`src/include/mdf_pkg.sv`:
```
/*
 Constants, types and helpers shared by both ends of a multi-drop serial
 link: a device end that filters frames by address marking and a control
 end that sends marked frames. Assumes one 200 MHz clock for both ends.
*/
// Functional notes
// - Filter on: unmarked frames never reach buffer.
// - Transmitter ignores the filter enable entirely.
// - Five to eight bits: first stop marks.
// - Nine bits: ninth data bit marks.
// - Mark one is address, zero is data.
// - Accepted address frame buffered, flags as normal.
// - Control end uses nine-bit size, code 7.
// - Ninth transmit bit: one address, zero data.
// - Device ends also use nine-bit size then.
// - Software compares address, clears filter if selected.
// - Unfiltered end takes data until next address.
// - After last data, software re-enables the filter.
// - Receiver and transmitter share one size setting.
// - Short sizes need two stop bits transmitted.
// - No read-modify-write on filter enable bit.
// - Sixteen samples per bit, eight double speed.
// - First vote sample 8, or 4 double.
// - Middle vote sample 9, or 5 double.
// - Data plus parity spans 5 to 10.
// - Far rate within receiver acceptance window.
// - Each end takes half the rate error.
// - Majority of three centre samples decides bit.
// - Double speed halves divider from 16 to 8.
package mdf_pkg;
	// ---------------------------------------------------------------
	// Register map of the software port
	// ---------------------------------------------------------------
	localparam logic [1:0] OFS_DATA   = 2'h0;
	localparam logic [1:0] OFS_STATUS = 2'h1;
	localparam logic [1:0] OFS_CTRL   = 2'h2;
	localparam logic [1:0] OFS_BAUD   = 2'h3;
	localparam int B_RXC   = 7;
	localparam int B_TXC   = 6;
	localparam int B_TXE   = 5;
	localparam int B_FE    = 4;
	localparam int B_OVR   = 3;
	localparam int B_PE    = 2;
	localparam int B_DBL   = 1;
	localparam int B_FILT  = 0;
	localparam int B_CS    = 0;
	localparam int B_TWO   = 3;
	localparam int B_PEN   = 4;
	localparam int B_PODD  = 5;
	localparam int B_RX9   = 6;
	localparam int B_TX9   = 7;
	localparam logic [2:0] CS_RESET  = 3'h3;
	localparam logic [2:0] CS_9BIT   = 3'h7;
	localparam logic [7:0] BAUD_RESET = 8'h00;
	// ---------------------------------------------------------------
	// Sampling figures
	// ---------------------------------------------------------------
	localparam logic [4:0] SPB_NORMAL   = 5'h10;
	localparam logic [4:0] SPB_DOUBLE   = 5'h08;
	localparam logic [4:0] VOTE1_NORMAL = 5'h08;
	localparam logic [4:0] VOTE1_DOUBLE = 5'h04;

	typedef enum logic [1:0] {
		RX_IDLE  = 2'b00,
		RX_START = 2'b01,
		RX_BITS  = 2'b10
	} mdf_rx_state_type;

	typedef enum logic {
		TX_IDLE = 1'b0,
		TX_SEND = 1'b1
	} mdf_tx_state_type;

	function automatic logic [3:0] mdf_data_bits(input logic [2:0] cs);
		if (cs == CS_9BIT)
			return 4'h9;
		if (cs[2])
			return 4'h8;
		return {2'h0, cs[1:0]} + 4'h5;
	endfunction

	function automatic logic [8:0] mdf_mask(input logic [3:0] nd);
		return 9'h1ff >> (4'h9 - nd);
	endfunction

	function automatic logic [4:0] mdf_spb(input logic dbl);
		return dbl ? SPB_DOUBLE : SPB_NORMAL;
	endfunction

	function automatic logic [4:0] mdf_vote_first(input logic dbl);
		return dbl ? VOTE1_DOUBLE : VOTE1_NORMAL;
	endfunction

	function automatic logic mdf_majority(input logic [2:0] v);
		return (v[0] & v[1]) | (v[0] & v[2]) | (v[1] & v[2]);
	endfunction

	// Frame word sent least bit first: start, data, parity, stop ones.
	function automatic logic [12:0] mdf_tx_frame(input logic [8:0] d,
		input logic [3:0] nd, input logic pen, input logic podd);
		logic [12:0] f;
		f = '1;
		f[0] = 1'b0;
		for (int i = 0; i < 9; i++) begin
			if (i < nd)
				f[i + 1] = d[i];
		end
		if (pen)
			f[nd + 4'h1] = ^(d & mdf_mask(nd)) ^ podd;
		return f;
	endfunction
endpackage

```
`src/include/mdf_link_if.sv`:
```
/*
 Serial link between the control end and one device end.
 Assumes the testbench joins several device ends by wiring their reply
 lines together itself.
*/
`timescale 1ns/10ps
interface mdf_link_if;
	logic m2s_line;
	logic s2m_line;
	modport dev (input m2s_line, output s2m_line);
	modport ctrl (output m2s_line, input s2m_line);
endinterface

```
`src/rtl/mdf_device.sv`:
```
/*
 Device end: receiver with address-marked frame filter, one-entry
 receive buffer, transmitter and software register port.
 Assumes the line is asynchronous to clk and idles high.
*/
`timescale 1ns/10ps
module mdf_device (
	input  wire logic       clk,
	input  wire logic       rst,
	mdf_link_if.dev         link,
	input  wire logic [1:0] addr,
	input  wire logic [7:0] wdata,
	input  wire logic       wr,
	input  wire logic       rd,
	output logic      [7:0] rdata
);
	typedef struct packed {
		logic                      s1;
		logic                      s2;
		logic [7:0]                bcnt;
		mdf_pkg::mdf_rx_state_type rstate;
		logic [4:0]                rsmp;
		logic [3:0]                ridx;
		logic [1:0]                rv;
		logic [9:0]                rbits;
		logic [8:0]                rbuf;
		logic                      rfull;
		logic                      fe;
		logic                      pe;
		logic                      ovr;
		mdf_pkg::mdf_tx_state_type tstate;
		logic [4:0]                tsmp;
		logic [3:0]                tleft;
		logic [12:0]               tframe;
		logic [8:0]                tbuf;
		logic                      tfull;
		logic                      txc;
		logic                      txd;
		logic                      filt;
		logic                      dbl;
		logic [2:0]                cs;
		logic                      two;
		logic                      pen;
		logic                      podd;
		logic                      tx9;
		logic [7:0]                baud;
		logic [7:0]                rdata;
	} mdf_dev_state_type;

	mdf_dev_state_type state_reg;
	mdf_dev_state_type state_next;
	logic              tick;
	logic [3:0]        nd;
	logic [3:0]        nstop;
	logic [4:0]        spb;
	logic [4:0]        vf;
	logic              vote;
	logic [8:0]        rx_word;
	logic              ftype;
	logic              perr;

	assign rdata         = state_reg.rdata;
	assign link.s2m_line = state_reg.txd;

	assign tick  = state_reg.bcnt == 8'h00;
	assign nd    = mdf_pkg::mdf_data_bits(state_reg.cs);
	assign nstop = nd + {3'h0, state_reg.pen};
	assign spb   = mdf_pkg::mdf_spb(state_reg.dbl);
	assign vf    = mdf_pkg::mdf_vote_first(state_reg.dbl);
	assign vote  = mdf_pkg::mdf_majority({state_reg.rv, state_reg.s2});
	assign rx_word = state_reg.rbits[8:0] & mdf_pkg::mdf_mask(nd);
	assign perr  = state_reg.pen
		& ((^rx_word ^ state_reg.podd) != state_reg.rbits[nd]);

	// -------------------------------------------------------------------
	// Frame marking
	// -------------------------------------------------------------------
	// A nine-bit size marks by the ninth data bit, shorter sizes by the
	// first stop bit; a one marks an address frame.
	assign ftype = (state_reg.cs == mdf_pkg::CS_9BIT)
		? state_reg.rbits[8]
		: vote;

	// -------------------------------------------------------------------
	// Next state
	// -------------------------------------------------------------------
	always_comb begin
		state_next = state_reg;
		state_next.s1 = link.m2s_line;
		state_next.s2 = state_reg.s1;
		state_next.rdata = 8'h00;
		// Sample tick every baud+1 clocks; each end budgets its own
		// clock error against the receiver's acceptance window.
		state_next.bcnt = tick ? state_reg.baud : state_reg.bcnt - 8'h01;

		if (wr) begin
			unique case (addr)
				mdf_pkg::OFS_DATA: begin
					// Writes while the buffer holds a character are dropped.
					if (!state_reg.tfull) begin
						state_next.tbuf = {state_reg.tx9, wdata};
						state_next.tfull = 1'b1;
					end
				end
				mdf_pkg::OFS_STATUS: begin
					// The filter enable shares this word with the sticky
					// transmit flag, so software writes it whole.
					state_next.filt = wdata[mdf_pkg::B_FILT];
					state_next.dbl = wdata[mdf_pkg::B_DBL];
					if (wdata[mdf_pkg::B_TXC])
						state_next.txc = 1'b0;
				end
				mdf_pkg::OFS_CTRL: begin
					state_next.cs = wdata[mdf_pkg::B_CS +: 3];
					state_next.two = wdata[mdf_pkg::B_TWO];
					state_next.pen = wdata[mdf_pkg::B_PEN];
					state_next.podd = wdata[mdf_pkg::B_PODD];
					state_next.tx9 = wdata[mdf_pkg::B_TX9];
				end
				mdf_pkg::OFS_BAUD: state_next.baud = wdata;
			endcase
		end

		if (rd) begin
			unique case (addr)
				mdf_pkg::OFS_DATA: begin
					state_next.rdata = state_reg.rbuf[7:0];
					state_next.rfull = 1'b0;
					state_next.fe = 1'b0;
					state_next.pe = 1'b0;
					state_next.ovr = 1'b0;
				end
				mdf_pkg::OFS_STATUS: begin
					state_next.rdata[mdf_pkg::B_RXC] = state_reg.rfull;
					state_next.rdata[mdf_pkg::B_TXC] = state_reg.txc;
					state_next.rdata[mdf_pkg::B_TXE] = !state_reg.tfull;
					state_next.rdata[mdf_pkg::B_FE] = state_reg.fe;
					state_next.rdata[mdf_pkg::B_OVR] = state_reg.ovr;
					state_next.rdata[mdf_pkg::B_PE] = state_reg.pe;
					state_next.rdata[mdf_pkg::B_DBL] = state_reg.dbl;
					state_next.rdata[mdf_pkg::B_FILT] = state_reg.filt;
				end
				mdf_pkg::OFS_CTRL: begin
					state_next.rdata[mdf_pkg::B_CS +: 3] = state_reg.cs;
					state_next.rdata[mdf_pkg::B_TWO] = state_reg.two;
					state_next.rdata[mdf_pkg::B_PEN] = state_reg.pen;
					state_next.rdata[mdf_pkg::B_PODD] = state_reg.podd;
					state_next.rdata[mdf_pkg::B_RX9] = state_reg.rbuf[8];
					state_next.rdata[mdf_pkg::B_TX9] = state_reg.tx9;
				end
				mdf_pkg::OFS_BAUD: state_next.rdata = state_reg.baud;
			endcase
		end

		// ---------------------------------------------------------------
		// Receiver
		// ---------------------------------------------------------------
		if (tick) begin
			unique case (state_reg.rstate)
				mdf_pkg::RX_IDLE: begin
					if (!state_reg.s2) begin
						state_next.rstate = mdf_pkg::RX_START;
						// The tick that saw the line low was sample one.
						state_next.rsmp = 5'h02;
					end
				end
				mdf_pkg::RX_START, mdf_pkg::RX_BITS: begin
					state_next.rsmp = (state_reg.rsmp == spb)
						? 5'h01 : state_reg.rsmp + 5'h01;
					if (state_reg.rsmp == vf)
						state_next.rv[1] = state_reg.s2;
					if (state_reg.rsmp == vf + 5'h01)
						state_next.rv[0] = state_reg.s2;
					if (state_reg.rstate == mdf_pkg::RX_START) begin
						if (state_reg.rsmp == spb) begin
							state_next.rstate = mdf_pkg::RX_BITS;
							state_next.ridx = 4'h0;
						end
						// A high majority in the start bit is a spike.
						if (state_reg.rsmp == vf + 5'h02 && vote)
							state_next.rstate = mdf_pkg::RX_IDLE;
					end else if (state_reg.rsmp == vf + 5'h02) begin
						if (state_reg.ridx != nstop) begin
							state_next.rbits[state_reg.ridx] = vote;
							state_next.ridx = state_reg.ridx + 4'h1;
						end else begin
							// Stop bit decided: the line may start a new
							// frame right after the last vote sample.
							state_next.rstate = mdf_pkg::RX_IDLE;
							// Unmarked frames vanish while filtering and
							// leave every receive flag as it was.
							if (!state_reg.filt || ftype) begin
								if (state_next.rfull) begin
									state_next.ovr = 1'b1;
								end else begin
									state_next.rbuf = rx_word;
									state_next.rfull = 1'b1;
									state_next.fe = !vote;
									state_next.pe = perr;
								end
							end
						end
					end
				end
				default: state_next.rstate = mdf_pkg::RX_IDLE;
			endcase
		end

		// ---------------------------------------------------------------
		// Transmitter
		// ---------------------------------------------------------------
		// The filter enable has no path into this section.
		unique case (state_reg.tstate)
			mdf_pkg::TX_IDLE: begin
				if (tick && state_reg.tfull) begin
					state_next.tframe = mdf_pkg::mdf_tx_frame(state_reg.tbuf,
						nd, state_reg.pen, state_reg.podd);
					state_next.tleft = nstop + 4'h2 + {3'h0, state_reg.two};
					state_next.tfull = 1'b0;
					state_next.tsmp = 5'h01;
					state_next.tstate = mdf_pkg::TX_SEND;
				end
			end
			mdf_pkg::TX_SEND: begin
				if (tick) begin
					if (state_reg.tsmp == spb) begin
						state_next.tsmp = 5'h01;
						state_next.tframe = {1'b1, state_reg.tframe[12:1]};
						state_next.tleft = state_reg.tleft - 4'h1;
						if (state_reg.tleft == 4'h1) begin
							state_next.tstate = mdf_pkg::TX_IDLE;
							if (!state_next.tfull)
								state_next.txc = 1'b1;
						end
					end else begin
						state_next.tsmp = state_reg.tsmp + 5'h01;
					end
				end
			end
		endcase
		state_next.txd = (state_next.tstate == mdf_pkg::TX_SEND)
			? state_next.tframe[0] : 1'b1;
	end

	always_ff @(posedge clk or posedge rst) begin
		if (rst) begin
			state_reg <= '0;
			state_reg.s1 <= 1'b1;
			state_reg.s2 <= 1'b1;
			state_reg.txd <= 1'b1;
			state_reg.tframe <= '1;
			state_reg.cs <= mdf_pkg::CS_RESET;
			state_reg.baud <= mdf_pkg::BAUD_RESET;
		end else begin
			state_reg <= state_next;
		end
	end
endmodule
```
`src/flat_wrapper.sv`:
```
// flat-port wrapper written by rule: the top's interface ports become plain ports
module mdf_device_flat 
  (clk, rst, addr, wdata, wr, rd, rdata, link_m2s_line, link_s2m_line);
  mdf_link_if link_i ();
  input  wire logic clk;
  input  wire logic rst;
  input  wire logic [1:0] addr;
  input  wire logic [7:0] wdata;
  input  wire logic wr;
  input  wire logic rd;
  output logic      [7:0] rdata;
  input wire logic [$bits(link_i.m2s_line)-1:0] link_m2s_line;
  output wire logic [$bits(link_i.s2m_line)-1:0] link_s2m_line;
  assign link_i.m2s_line = link_m2s_line;
  assign link_s2m_line = link_i.s2m_line;
  mdf_device u_core (.clk(clk), .rst(rst), .link(link_i), .addr(addr), .wdata(wdata), .wr(wr), .rd(rd), .rdata(rdata));
endmodule
```
`config.mk`:
```
export PLATFORM = sky130hd
export DESIGN_NAME = mdf_device_flat
export DESIGN_NICKNAME = d
export VERILOG_FILES = /design/src/include/mdf_pkg.sv /design/src/include/mdf_link_if.sv /design/src/rtl/mdf_device.sv /design/src/flat_wrapper.sv
export SDC_FILE = /design/constraint.sdc
export NUM_CORES = 1
export LEC_CHECK = 0
export BUFFER_PORTS_ARGS = -buffer_cell sky130_fd_sc_hd__clkbuf_2
export CELL_PAD_IN_SITES_DETAIL_PLACEMENT = 1
export CELL_PAD_IN_SITES_GLOBAL_PLACEMENT = 1
export CORE_MARGIN = 2
export CORE_UTILIZATION = 50
export DETAILED_ROUTE_END_ITERATION = 16
export MAX_ROUTING_LAYER = met4
export PLACE_DENSITY_LB_ADDON = 0.1
export SLEW_MARGIN = 10
export SYNTH_ARGS = -nofsm -noshare
export SYNTH_HDL_FRONTEND = slang
export SYNTH_SLANG_ARGS = --single-unit
```
`constraint.sdc`:
```
create_clock -name clk -period 4.22 [get_ports clk]
set_input_delay 0 -clock clk [delete_from_list [all_inputs] [get_ports clk]]
set_output_delay 0 -clock clk [all_outputs]
set_load 0.005 [all_outputs]
```
==> results.sh <==
export IMPL_tritoncts="done"
export IMPL_cts_root_buf="sky130_fd_sc_hd__clkbuf_16"
export IMPL_final_number_of_setup_violating_endpoints=0
export IMPL_final_setup_skew_ps=12.5
export IMPL_max_clock_freq_ghz=0.263
export IMPL_global_route_total_overflow=0
export IMPL_synth_cells=595
export IMPL_path_class_of_the_lowest_slack_min_delay_path="input port to flop"
export IMPL_cts_max_path_buffers=2
export IMPL_drt_first_iter_violations=363
export IMPL_grt_antenna_before_repair=0
export IMPL_async_flop_share_pct=100
export IMPL_sequential_element_share_of_the_synthesized_area_pct=43.2
export IMPL_largest_reg_flops=96
export IMPL_detailedRoute_firstPassIterationCount=5
export IMPL_wirelength_um=16700
export IMPL_critical_path_maximum_fanout=15
export IMPL_area_growth_pct=10.5
export IMPL_grt_start_max_net_pins=76
export IMPL_number_of_global_route_vias_before_repair=4899
export IMPL_synth_edf_count=0
export IMPL_critical_path_required_ps=4510
export IMPL_fin_setup_tns_ps=0
export IMPL_tritoncts_num_buffers=9
export IMPL_ant_diodes=0
export IMPL_core_region_area_um2=12100
export IMPL_syn_area_um2=6200
export IMPL_dp_hpwl_um=12100
export IMPL_final_period_minus_worst_setup_slack_ps=3800
export IMPL_worstMarginPinSlew_ps=966
export IMPL_avgRoutedWirePerCell_um=21.0
export IMPL_cellLeakagePower_uw=0.00295
export IMPL_multi_input_gate_area_um2=3250
export IMPL_wire_length_of_the_first_global_routing_pass_um=26800
export IMPL_unrepaired_setup_endpoints_after_global_routing="no"
export IMPL_antenna_left=0
export IMPL_critical_path_source_type="flop"
export IMPL_io_pins=24
export IMPL_ys_dominant_reg_cell="sky130_fd_sc_hd__dfrtp_1"
export IMPL_clock_sinks=106
export IMPL_path_class="flop to flop"
export IMPL_status="completed"
export IMPL_port_buffers=23
export IMPL_clk_insertion_delay_late_ps=370
export IMPL_utilization_pct=56.8
export IMPL_synth_area_per_cell_um2=10.4
export IMPL_synth_seq_cells=106
export IMPL_hold_slack_ps=143
export IMPL_cts_resized=0
export IMPL_postSynthNetCount=635
export IMPL_max_cap_violations=0
export IMPL_relSlewSlack_pct=35.2
export IMPL_hold_path_startpoint="wr"
export IMPL_cp_arrival_ps=4100
export IMPL_filler_cell_count=1328
export IMPL_gp_routability_congestion=0.896
export IMPL_vias=4655
export IMPL_drive_above_1_share_pct=22.8
export IMPL_crit_start="u_core.state_reg[20]"
export IMPL_worst_setup_hold_path_clk_slew_ps=80
export IMPL_dpl_worst_slack_ps=263
export IMPL_remaining_drc_errors=0
export IMPL_vias_per_cell=5.86
export IMPL_die_extent_in_x_um=115
export IMPL_distinct_cell_type_count_after_synthesis=74
export IMPL_worst_ir_drop_on_vdd_uv=258
export IMPL_grtUsageTotal_pct=27.8
export IMPL_fin_crit_sh_pct=90.1
export IMPL_fin_total_pwr_uw=3550
export IMPL_report_final_slew_viol_count=0
export IMPL_p_per_area_nw_per_um2=519
export IMPL_end_kind="flop"
export IMPL_fin_ws_ps=416
export IMPL_sequential_cell_area_um2=2680
export IMPL_fp_row_count=40
export IMPL_h_tree_depth=3
export IMPL_report_final_hold_viol_count=0
export IMPL_design_final_nets=662
export IMPL_synthesis_yosys_warnings=0
export IMPL_worstReg2RegStart="u_core.state_reg[20]"
export IMPL_die_height_um=115
export IMPL_die_area_um2=13300
export IMPL_floorplan_initialDensity_pct=51.4
[cells by family after synthesis]
| family | after synthesis | synth area share [%] |
|---|---|---|
| AO/OA/AOI/OAI | 115 | 12.8 |
| XOR/XNOR | 27 | 4.48 |
| adder cells (fa/ha/maj) | 26 | 5.21 |
| buffers and inverters | 54 | 4.40 |
| flip-flops | 106 | 43.2 |
| multiplexers | 59 | 12.0 |
| AND/OR/NAND/NOR | 208 | 17.9 |
[final cells by class]
type | count | area share [%]
Inverter | 26 | 1.46
Clock buffer | 10 | 3.34
Timing Repair Buffer | 44 | 4.39
Clock inverter | 6 | 1.22
Multi-Input combinational cell | 435 | 47.5
Sequential cell | 106 | 39.1
Tap cell | 168 | 3.07
[where the power goes]
part | internal, uW | switching (uW) | leakage [uW]
clock network | 476 | 424 | 0.000152
registers | 1260 | 255 | 0.00132
logic | 485 | 651 | 0.00148
[routing by layer]
layer	up-vias	wire, um	GRT usage [%]
met5	-	0	-
met1	2354	7470	36.3
met3	38	756	5.43
met2	101	7850	42.9
met4	0	608	10.4
li1	2162	-	-
[final timing paths]
kind,endpoint,slack (ps),depth (start not counted)
worst min register to register,u_core.state_reg[104],360,0
worst max-delay path,u_core.state_reg[88],420,12
max in group asynchronous,u_core.state_reg[38],2770,4
min in group asynchronous,u_core.state_reg[93],400,3
worst max register to register,u_core.state_reg[88],420,12
worst min-delay path,u_core.state_reg[23],140,3
[worst max-delay path, cell delays in order (launching register included)]
cell	delay, ps
sky130_fd_sc_hd__dfstp_2	720
sky130_fd_sc_hd__ha_1	380
sky130_fd_sc_hd__nand2b_1	320
sky130_fd_sc_hd__inv_2	170
sky130_fd_sc_hd__ha_1	250
sky130_fd_sc_hd__and2_1	190
sky130_fd_sc_hd__xnor3_1	250
sky130_fd_sc_hd__a2111oi_4	60
sky130_fd_sc_hd__buf_4	190
sky130_fd_sc_hd__buf_4	140
sky130_fd_sc_hd__o41a_2	530
sky130_fd_sc_hd__or3_1	380
sky130_fd_sc_hd__a21oi_1	150
[per-stage QoR]
step | std cells | area (um^2)
floorplan | 595 | 6200
global placement | 764 | 6390
detailed placement | 764 | 6390
CTS | 791 | 6820
global route | 795 | 6850
finish | 795 | 6850
[layout by cell type (no fill, tap or decap), types with 12 or more instances in the layout]
cell and n:
sky130_fd_sc_hd__xnor2_1 15, sky130_fd_sc_hd__dfstp_2 18, sky130_fd_sc_hd__nand3_1 20, sky130_fd_sc_hd__mux2_2 38, sky130_fd_sc_hd__clkbuf_2 23, sky130_fd_sc_hd__dfrtp_1 88
sky130_fd_sc_hd__nand2b_1 12, sky130_fd_sc_hd__nor2_1 42, sky130_fd_sc_hd__o21ai_0 29, sky130_fd_sc_hd__a21oi_1 30, sky130_fd_sc_hd__nand2_1 59, sky130_fd_sc_hd__ha_1 25
sky130_fd_sc_hd__inv_1 24
[Yosys cell counts, types with 12 or more instances]
cell	n	share of area [%]
sky130_fd_sc_hd__ha_1	25	5.0
sky130_fd_sc_hd__o21ai_0	29	2.3
sky130_fd_sc_hd__a21oi_1	30	2.4
sky130_fd_sc_hd__xnor2_1	15	2.1
sky130_fd_sc_hd__inv_1	25	1.5
sky130_fd_sc_hd__nand3_1	20	1.6
sky130_fd_sc_hd__dfrtp_1	88	36
sky130_fd_sc_hd__nand2_1	59	3.6
sky130_fd_sc_hd__dfstp_2	18	7.6
sky130_fd_sc_hd__nand2b_1	12	1.2
sky130_fd_sc_hd__mux2_2	38	6.9
sky130_fd_sc_hd__nor2_1	42	2.5
[what timing repair did]
| item | 4_1_cts | 5_1_grt |
|---|---|---|
| hold endpoints to repair | 106 | 0 |
| buffers inserted | 0 | 4 |
| endpoints found under the setup margin | 0 | 11 |
| hold buffers | 11 | 0 |
(Power assumes the default switching activity.)
